`config.mk`:
```
export PLATFORM = sky130hd
export DESIGN_NAME = dsa_sequencer
export DESIGN_NICKNAME = d
export VERILOG_FILES = /design/src/logic/dsa_pkg.sv /design/src/logic/dsa_sequencer.sv
export VERILOG_INCLUDE_DIRS = /design/src /design/src/logic
export SDC_FILE = /design/constraint.sdc
export NUM_CORES = 1
export LEC_CHECK = 0
export ABC_AREA = 1
export BUFFER_PORTS_ARGS = -buffer_cell sky130_fd_sc_hd__buf_2
export CAP_MARGIN = 20
export CORE_UTILIZATION = 60
export CTS_CLUSTER_SIZE = 24
export DETAILED_ROUTE_END_ITERATION = 12
export PLACE_DENSITY = 0.84
export RECOVER_POWER = 100
export SETUP_SLACK_MARGIN = 0.3
export SLEW_MARGIN = 15
export SYNTH_ARGS = -nofsm -noshare
export SYNTH_HDL_FRONTEND = slang
export SYNTH_SLANG_ARGS = --single-unit
```
`constraint.sdc`:
```
create_clock -name mclk_i -period 12.76 [get_ports mclk_i]
set_input_delay 3.19 -clock mclk_i [delete_from_list [all_inputs] [get_ports mclk_i]]
set_output_delay 3.19 -clock mclk_i [all_outputs]
set_load 0.005 [all_outputs]
```
`src/logic/dsa_consts.svh`:
```
// timing counts, limits and codes for the dual-slope converter sequencer
`ifndef DSA_CONSTS_SVH
`define DSA_CONSTS_SVH
`define DSA_SHORT_CYCLES      12'd4000
`define DSA_OFFSET_MAX_CYCLES 12'd800
`define DSA_RAMP_UP_CYCLES    12'd4000
`define DSA_FULL_SCALE        12'd1999
`define DSA_HALF_LIMIT        12'd1000
`define DSA_UNDER_LIMIT       12'd180
`define DSA_MUX_DIV           7'd80
`define DSA_SLOT_CYCLES       7'd20
`define DSA_BLANK_CYCLES      7'd2
`define DSA_ADDR_STATUS       12'h000
`define DSA_ADDR_RESULT       12'h004
`define DSA_ADDR_IRQ_EN       12'h008
`define DSA_ADDR_IRQ_CLR      12'h00c
`define DSA_EV_DONE           0
`define DSA_EV_OVER           1
`define DSA_EV_UNDER          2
`define DSA_EV_OFS_TIMEOUT    3
`define DSA_EV_BITS           4
`endif

```
`src/logic/dsa_pkg.sv`:
```
// types for the dual-slope converter sequencer
package dsa_pkg;
   typedef enum logic [2:0] {
      PH_SHORT1, PH_OFFSET, PH_SHORT2, PH_RAMP_UP, PH_ZERO_CORR, PH_RAMP_DOWN
   } dsa_phase_type;
   typedef struct packed {
      logic short_int;
      logic charge_ofs;
      logic sel_input;
      logic invert_input;
      logic sel_ref;
   } dsa_switch_type;
   typedef struct packed {
      logic [3:0] strobe;
      logic [3:0] bcd;
   } dsa_display_type;
endpackage

```
`src/logic/dsa_sequencer.sv`:
```
// dual-slope converter sequencer with multiplexed bcd output and apb registers
//
// The address map and the APB slave port were decided locally.
`timescale 1ns/1ps
`include "dsa_consts.svh"
module dsa_sequencer
   import dsa_pkg::*;
(
   input  wire logic        mclk_i,
   input  wire logic        rst_i,
   input  wire logic        comp_trip_i,
   input  wire logic        input_neg_i,
   output dsa_switch_type   switches_o,
   output dsa_display_type  display_o,
   output logic             irq_o,
   input  wire logic        psel_i,
   input  wire logic        penable_i,
   input  wire logic        pwrite_i,
   input  wire logic [11:0] paddr_i,
   input  wire logic [31:0] pwdata_i,
   output logic [31:0]      prdata_o,
   output logic             pready_o,
   output logic             pslverr_o
);

////////////////////////////////////////////////////////////////////////////////
// helpers

   function automatic logic [3:0] dig_of(input logic [11:0] v, input logic [1:0] pos);
      logic [11:0] t;
      t = v;
      if (pos == 2'd2) t = v / 12'd100;
      else if (pos == 2'd1) t = v / 12'd10;
      dig_of = 4'(t % 12'd10);
   endfunction

   // range tests are shared by the display code and the event flags
   function automatic logic is_over(input logic [11:0] v);
      is_over = (v > `DSA_FULL_SCALE);
   endfunction

   function automatic logic is_under(input logic [11:0] v);
      is_under = (v < `DSA_UNDER_LIMIT);
   endfunction

////////////////////////////////////////////////////////////////////////////////
// conversion phases

   dsa_phase_type phase_reg;
   dsa_phase_type phase_next;
   logic [11:0]   tmr_reg;
   logic [11:0]   ofs_reg;
   logic [11:0]   cnt_reg;
   logic [11:0]   result_reg;
   logic          neg_reg;
   logic          neg_seen_reg;
   logic          tmr_end;
   logic          ofs_end;
   logic          conv_done;
   logic          ofs_load;
   logic          cnt_clear;
   logic          cnt_run;
   logic [11:0]   tmr_next;
   logic [11:0]   cnt_next;
   logic          in_short;
   logic          in_offset;
   logic          in_ramp_up;
   logic          in_ref;

   // comparator decides the end of the offset count; the cap stops a dead comparator
   assign ofs_end = comp_trip_i || (tmr_reg == `DSA_OFFSET_MAX_CYCLES - 12'd1);

   always_comb
   begin
      phase_next = phase_reg;
      tmr_end    = 1'b0;
      case (phase_reg)
         PH_SHORT1, PH_SHORT2:
            tmr_end = (tmr_reg == `DSA_SHORT_CYCLES - 12'd1);
         PH_OFFSET:
            tmr_end = ofs_end;
         PH_RAMP_UP:
            tmr_end = (tmr_reg == `DSA_RAMP_UP_CYCLES - 12'd1);
         PH_ZERO_CORR:
            tmr_end = (tmr_reg + 12'd1 >= ofs_reg);
         PH_RAMP_DOWN:
            tmr_end = (tmr_reg == `DSA_SHORT_CYCLES - 12'd1);
         default:
            tmr_end = 1'b1;
      endcase
      if (tmr_end)
      begin
         case (phase_reg)
            PH_SHORT1:    phase_next = PH_OFFSET;
            PH_OFFSET:    phase_next = PH_SHORT2;
            PH_SHORT2:    phase_next = PH_RAMP_UP;
            PH_RAMP_UP:   phase_next = (ofs_reg == 12'd0) ? PH_RAMP_DOWN : PH_ZERO_CORR;
            PH_ZERO_CORR: phase_next = PH_RAMP_DOWN;
            default:      phase_next = PH_SHORT1;
         endcase
      end
   end

   assign conv_done = (phase_reg == PH_RAMP_DOWN) && tmr_end;
   assign ofs_load  = (phase_reg == PH_OFFSET) && tmr_end;
   assign tmr_next  = tmr_end ? 12'h000 : tmr_reg + 12'd1;

   // counts while the comparator has not yet tripped: ratio x 4000 up-ramp clocks, 1999 full scale
   // saturating, so a stuck comparator reads as overrange, not a wrapped value
   assign cnt_clear = (phase_reg == PH_RAMP_UP);
   assign cnt_run   = (phase_reg == PH_RAMP_DOWN) && !comp_trip_i && (cnt_reg != 12'hfff);
   assign cnt_next  = cnt_clear ? 12'h000
                    : (cnt_run ? cnt_reg + 12'd1 : cnt_reg);

   always_ff @(posedge mclk_i or posedge rst_i)
   begin
      if (rst_i)
      begin
         phase_reg    <= PH_SHORT1;
         tmr_reg      <= 12'h000;
         ofs_reg      <= 12'h000;
         cnt_reg      <= 12'h000;
         result_reg   <= 12'h000;
         neg_reg      <= 1'b0;
         neg_seen_reg <= 1'b0;
      end
      else
      begin
         phase_reg <= phase_next;
         tmr_reg   <= tmr_next;
         cnt_reg   <= cnt_next;
         if (ofs_load)
            ofs_reg <= tmr_reg + 12'd1;
         // polarity follows the input to the end of the up ramp
         if (phase_reg == PH_RAMP_UP)
            neg_seen_reg <= input_neg_i;
         // result and its sign move together, so a read never mixes two conversions
         if (conv_done)
         begin
            result_reg <= cnt_reg;
            neg_reg    <= neg_seen_reg;
         end
      end
   end

   assign in_short   = (phase_reg == PH_SHORT1) || (phase_reg == PH_SHORT2);
   assign in_offset  = (phase_reg == PH_OFFSET);
   assign in_ramp_up = (phase_reg == PH_RAMP_UP);
   assign in_ref     = (phase_reg == PH_ZERO_CORR) || (phase_reg == PH_RAMP_DOWN);

   // switch levels decode straight from the phase, so they never lag a phase edge
   always_comb
   begin
      switches_o              = '0;
      switches_o.short_int    = in_short;
      switches_o.charge_ofs   = in_short;
      switches_o.sel_input    = in_ramp_up;
      // switch sense follows last conversion's polarity
      switches_o.invert_input = in_ramp_up && neg_reg;
      switches_o.sel_ref      = in_ref;
   end

////////////////////////////////////////////////////////////////////////////////
// range and digit multiplex

   logic       over;
   logic       under;
   logic [3:0] msd_code;
   logic       half;

   assign over     = is_over(result_reg);
   assign under    = is_under(result_reg);
   // an overrange reading clears half; bit3 still shows its leading one through over
   assign half     = (result_reg >= `DSA_HALF_LIMIT) && !over;
   // bit3 low for a one (and on overrange), bit2 polarity, bit0 out of range
   assign msd_code = {~(half | over), ~neg_reg, ~half, over | under};

   logic [6:0] mux_tmr_reg;
   logic [6:0] mux_tmr_next;
   logic [1:0] slot_reg;
   logic [1:0] slot_next;
   logic [3:0] bcd_reg;
   logic [3:0] bcd_next;
   logic       in_blank;
   logic       slot_end;

   // four slots of 20 clocks give one full scan per 80 clocks
   assign slot_end     = (mux_tmr_reg == `DSA_SLOT_CYCLES - 7'd1);
   assign mux_tmr_next = slot_end ? 7'd0 : mux_tmr_reg + 7'd1;
   assign slot_next    = slot_end ? slot_reg + 2'd1 : slot_reg;
   // the scan runs free of the conversion; a display may show the old result for a scan
   assign in_blank = (mux_tmr_reg < `DSA_BLANK_CYCLES);
   assign bcd_next = (slot_reg == 2'd0) ? msd_code
                                        : dig_of(result_reg, 2'(3 - slot_reg));

   always_ff @(posedge mclk_i or posedge rst_i)
   begin
      if (rst_i)
      begin
         mux_tmr_reg <= 7'd0;
         slot_reg    <= 2'd0;
         bcd_reg     <= 4'h0;
      end
      else
      begin
         mux_tmr_reg <= mux_tmr_next;
         slot_reg    <= slot_next;
         // data only moves during the gap, so a latched display never sees a glitch
         if (in_blank)
            bcd_reg <= bcd_next;
      end
   end

   assign display_o.bcd    = bcd_reg;
   assign display_o.strobe = in_blank ? 4'h0 : (4'h8 >> slot_reg);

////////////////////////////////////////////////////////////////////////////////
// events and apb slave

   logic [3:0]  ev_stat_reg;
   logic [3:0]  ev_stat_next;
   logic [3:0]  ev_en_reg;
   logic [3:0]  ev_set;
   logic [3:0]  ev_clr;
   logic [31:0] rdata_next;
   logic        wr_acc;
   logic        rd_setup;
   logic        hit_status;
   logic        hit_result;
   logic        hit_en;
   logic        hit_clr;
   logic        hit;

   assign ev_set[`DSA_EV_DONE]        = conv_done;
   assign ev_set[`DSA_EV_OVER]        = conv_done && is_over(cnt_reg);
   assign ev_set[`DSA_EV_UNDER]       = conv_done && is_under(cnt_reg);
   // a dead comparator shows up here and as an overrange count; the phase still ends at the cap
   assign ev_set[`DSA_EV_OFS_TIMEOUT] = in_offset && ofs_end && !comp_trip_i;

   assign hit_status = (paddr_i == `DSA_ADDR_STATUS);
   assign hit_result = (paddr_i == `DSA_ADDR_RESULT);
   assign hit_en     = (paddr_i == `DSA_ADDR_IRQ_EN);
   assign hit_clr    = (paddr_i == `DSA_ADDR_IRQ_CLR);
   assign hit        = hit_status || hit_result || hit_en || hit_clr;

   // zero wait states: every access completes in its first access cycle
   assign wr_acc    = psel_i && penable_i && pwrite_i && hit;
   assign rd_setup  = psel_i && !penable_i && !pwrite_i;
   assign pready_o  = 1'b1;
   assign pslverr_o = psel_i && penable_i && !hit;
   assign irq_o     = |(ev_stat_reg & ev_en_reg);

   // a new event beats a clear in the same cycle
   assign ev_clr       = (wr_acc && hit_clr) ? pwdata_i[3:0] : 4'h0;
   assign ev_stat_next = (ev_stat_reg & ~ev_clr) | ev_set;

   // read data is captured in the setup cycle and stands through the access cycle
   assign rdata_next = hit_status ? {24'h00_0000, phase_reg, neg_reg, ev_stat_reg}
                     : hit_result ? {16'h0000, over, under, 1'b0, neg_reg, result_reg}
                     : hit_en     ? {28'h000_0000, ev_en_reg}
                     : 32'h0000_0000;

   always_ff @(posedge mclk_i or posedge rst_i)
   begin
      if (rst_i)
      begin
         ev_stat_reg <= 4'h0;
         ev_en_reg   <= 4'h0;
         prdata_o    <= 32'h0000_0000;
      end
      else
      begin
         ev_stat_reg <= ev_stat_next;
         if (wr_acc && hit_en)
            ev_en_reg <= pwdata_i[3:0];
         if (rd_setup)
            prdata_o <= rdata_next;
      end
   end

endmodule

```
**Word level (Yosys, flattened, before mapping)**

Cells that the tools add are included.
Widths: inputs -> output; s select.

- Output and inout bits: 48
- Memories: 0
- Memory bits (read-only): 0
- Register bits after elaboration: 106
- Bits in writable memories: 0
- Input port bits: 51
- Latch bits: 0

- $mul: 0
- Equal/unequal tests: 14
- Order comparisons: 7
- Bitwise logic cells: 9
- Reduce and logical (&&, ||, !) cells: 36
- Shifts and indexed selects: 1
- Add/subtract/negate cells: 5
- Div/mod/pow operators: 3
- Muxes and demuxes: 15

Operators by type and width:

| operator | count |
|---|---|
| $mux 12 | 5 |
| $mux 16 | 2 |
| $add 12x1->12 const B | 2 |
| $eq 12x4->1 const B | 2 |
| $gt 12x11->1 const B | 2 |
| $logic_not 12->1 | 2 |
| $lt 12x8->1 const B | 2 |
| $logic_and 1x1->1 | 18 |
| $mux 4 | 4 |
| $pmux 3 s5 | 1 |
| $div 12x4->12 const B | 1 |
| $div 12x7->12 const B | 1 |
| $eq 12x10->1 const B | 1 |
| $eq 12x12->1 const B | 1 |
| $eq 12x3->1 const B | 1 |
| $ge 12x10->1 const B | 1 |
| $ge 12x12->1 | 1 |
| $mod 12x4->12 const B | 1 |
| $ne 12x12->1 const B | 1 |
| $and 4x4->4 | 2 |
| $reduce_or 4->1 | 2 |
| $add 7x1->7 const B | 1 |
| $eq 7x5->1 const B | 1 |
| $lt 7x2->1 const B | 1 |
| other kinds (20) | 34 |

**Longest topological paths before layout**

- Word-level depth: 10
- Depth in mapped cells: 54
- Depth with buffers taken out: 52

**Least setup slack after synthesis**

Ideal clock, no wire load.

- Path type: input to output
- From: input port paddr_i[5]
- To: output port pslverr_o
- Path buffers: 0
- Data required time: 9,570 ps
- Slack: 4,957 ps
- Arrival time: 4,613 ps
- Stages on the path: 6
- Path through: nor4_1 > nand2_1 > nor4_1 > inv_1 > nand3_1 > nor2_1

- Longest elaborated chain between the ends: 6
- Elaborated cells on any way between the ends: 9

RTL lines:

| what | line | RTL |
|---|---|---|
| start: declaration | dsa_sequencer.sv:19 | `input wire logic [11:0] paddr_i,` |
| $eq 12x3->1 (no source line) / $logic_not 12->1 (equally long branches) | - |  |
| $logic_or 1x1->1 (2 in a row) | dsa_sequencer.sv:244 | `assign hit = hit_status \|\| hit_result \|\| hit_en \|\| hit_clr;` |
| $logic_or 1x1->1 (*) | dsa_sequencer.sv:244 |  |
| $logic_not 1->1 (*) | dsa_sequencer.sv:250 | `assign pslverr_o = psel_i && penable_i && !hit;` |
| $logic_and 1x1->1 (*) | dsa_sequencer.sv:250 |  |
| end: declaration | dsa_sequencer.sv:23 | `output logic pslverr_o` |

Mark *: on every way between the ends. The rest lies on a longest branch, timed or not.

**Worst setup path after layout**

- From: input port paddr_i[9]
- To: output port pslverr_o

The elaborated chain is that of the path after synthesis.

==> qor.txt <==
Slew margin rel. -> -126%
Core ar. -> 0.0110 mm²
Clock skew -> 4.60 ps
Residual DRC -> 0
Hold Path Class -> register to register
Top-area cell type share of the netlist area -> 32.3%
Failing checks -> capacitance limit, slew limit
Total congestion overflow -> 0
Initial core utilization -> 62.5%
FP Rows -> 38
Slew Limit Fails -> 67
Gr usage total -> 27.5%
RSZ-0062 raised after global routing -> no
YS warnings -> 0
Post-detailed-route via-to-cell ratio -> 5.40
Post-synth EDFFs -> 0
Final nets -> 1101
Leakage -> 3.95 nW
PwrDens -> 84.1 mW/mm²
Routed Antenna Nets -> 0
Fmax -> 119 MHz
Post-Syn Area -> 0.00690 mm²
Worst skew pair latency -> 340 ps
Vias in the first global route -> 5828
Setup TNS Final -> 0 ps
Die extent in x -> 109 µm
Total power -> 624 µW
Worst vdd ir -> 0.000156 V
Ranking of synthesized cells by area -> dfrtp_1, nand2_1, nand3_1, inv_1, o21ai_0
Worst setup path start -> paddr_i[9]
Placed insts -> 1157
Status -> finished with violations
R2R Path Start -> slot_reg[1]$_DFFE_PP0N_
First-pass GRT wire length -> 25800 µm
Unique masters post-synth -> 60
FF-to-FF path depth -> 49
DR vias -> 6332
Cell Count, Final, Fillers Out -> 1173
Synthesized area per cell -> 7.02 µm²
Post-CTS setup buffer count -> 0
WL final -> 15500 µm
# fillers -> 981
Setup ws final -> 4380 ps
Pre-antenna DRT Iters -> 5
Clock Pin Slew Worst Setup and Hold Paths -> 70 ps
CTS tree -> done
Hold Startpoint -> prdata_o[10]$_DFFE_PP0P_
Number of port buffers -> 52
Share of cells above drive strength 1 -> 15.3%
Top-Level Pins -> 99
Post-route cell area -> 0.00742 mm²
Area delta synth->final -> 7.56%
Hold Crit Depth -> 2
# setup viols final -> 0
H-Tree Depth -> 3
Most common cell in the netlist -> nand2_1
Fin Hold WS -> 483 ps
Arr. time, crit path -> 5190 ps
DP HPWL -> 11700 µm
Top_reg_cell synth -> dfrtp_1
Ys async rst share -> 100%
R2R setup slack -> 6830 ps
Routed len/inst -> 13.2 µm
Root Buffer -> clkbuf_16
Post-CTS Resized -> 0
Hold buffers post-CTS -> 0
CTS Buf Count -> 9
DIE AREA -> 0.0119 mm²
Clk buf depth -> 2
Die Ht -> 109 µm
Min cycle time layout -> 8380 ps
Crit Path Max Fanout -> 9
Crit end category -> primary output
Antenna cells -> 0
Drt first-iter violations -> 357
#FFs+latches synth -> 89
Placed cell areas -> 0.00716 mm²
Largest register by flop count -> prdata_o
Final hold vios -> 0
Least-Margin Pin Slew -> 3380 ps
Commonest cells post-synth -> nand2_1, inv_1, nand3_1
Antenna violations before repair -> 0
Placement Setup Slack -> 4470 ps
Final period utilization -> 65.7%
Area leader, netlist -> dfrtp_1
Worst Path Required -> 9570 ps
Routability cong. -> 0.896
Cells after Synth -> 983
Largest net degree at the start of global routing -> 67
Max-cap viol count -> 1
Critical path class -> input port to primary output
Finished Core Util -> 67.3%
Sink Count -> 89
Max reg flops -> 15
Seq/Total Area, Yosys -> 32.3%
Startpoint Class -> input port
critical path, stage by stage:
cell and delay [ps]:
buf_2 90, nor4_1 450, nand2_1 150, nor4_1 940, inv_1 100, nand3_1 120, nor2_1 50, clkbuf_1 100
power by group:
group	internal (mW)	leakage (nW)	switching (mW)	total (mW)
logic	0.0131	2.62	0.0323	0.0455
registers	0.292	1.18	0.0104	0.303
clock network	0.160	0.155	0.116	0.276
worst paths after layout:
check	endpoint
setup / recovery	pslverr_o
hold / removal	prdata_o[10]$_DFFE_PP0P_
setup reg to reg	bcd_reg[3]$_DFFE_PP0N_
hold reg to reg	prdata_o[10]$_DFFE_PP0P_
max in group asynchronous	prdata_o[9]$_DFFE_PP0P_
min in group asynchronous	tmr_reg[3]$_DFF_PP0_
cells in the final DEF, fill, tap and decap left out, types with 3 or more instances in the layout:
cell / instances
nand2_4: 11
conb_1: 18
nand3_1: 94
ha_1: 22
dfrtp_1: 89
inv_1: 121
o21ai_0: 67
o21ai_1: 9
nand3_2: 6
nor4_1: 11
nor2_1: 57
or2_2: 4
a31oi_1: 4
nor3_1: 13
buf_2: 24
inv_2: 26
a21o_1: 3
xor2_1: 15
a21oi_1: 28
nand2_1: 237
clkinv_1: 6
o21a_1: 4
clkbuf_1: 28
nor2_2: 5
o211ai_1: 8
clkbuf_16: 9
nand2_2: 46
a21boi_1: 3
nand4_1: 13
xnor2_1: 3
metal layers:
metal	vias up	global-route usage, %	part of all wire [%]
met5	-	0	0
met4	0	8.67	1.8
met3	26	5.68	4.4
met2	165	48.8	50
met1	2886	33.3	44
li1	3255	-	-
logic make-up (layout without fill, tap and decap cells):
logic type      after synthesis  in the layout  share of synthesized area [%]
compound gates              151            151                           13.4
fa+ha+maj                    22             22                           3.99
flops                        89             89                           32.3
simple gates                507            507                           35.4
buf+inv                     193            227                           12.3
xor+xnor                     19             19                           2.52
other cells                   2             18                          0.109
area by class of cell:
class | count | area, µm² | area share [%]
multi-input combinational | 717 | 3870 | 52.2
sequential | 89 | 2230 | 30.0
inverter | 156 | 591 | 7.96
timing repair buffer | 55 | 243 | 3.27
clock buffer | 10 | 239 | 3.22
tap | 140 | 175 | 2.36
clock inverter | 6 | 72.6 | 0.978
No activity file was read; power rests on OpenSTA's default activity.
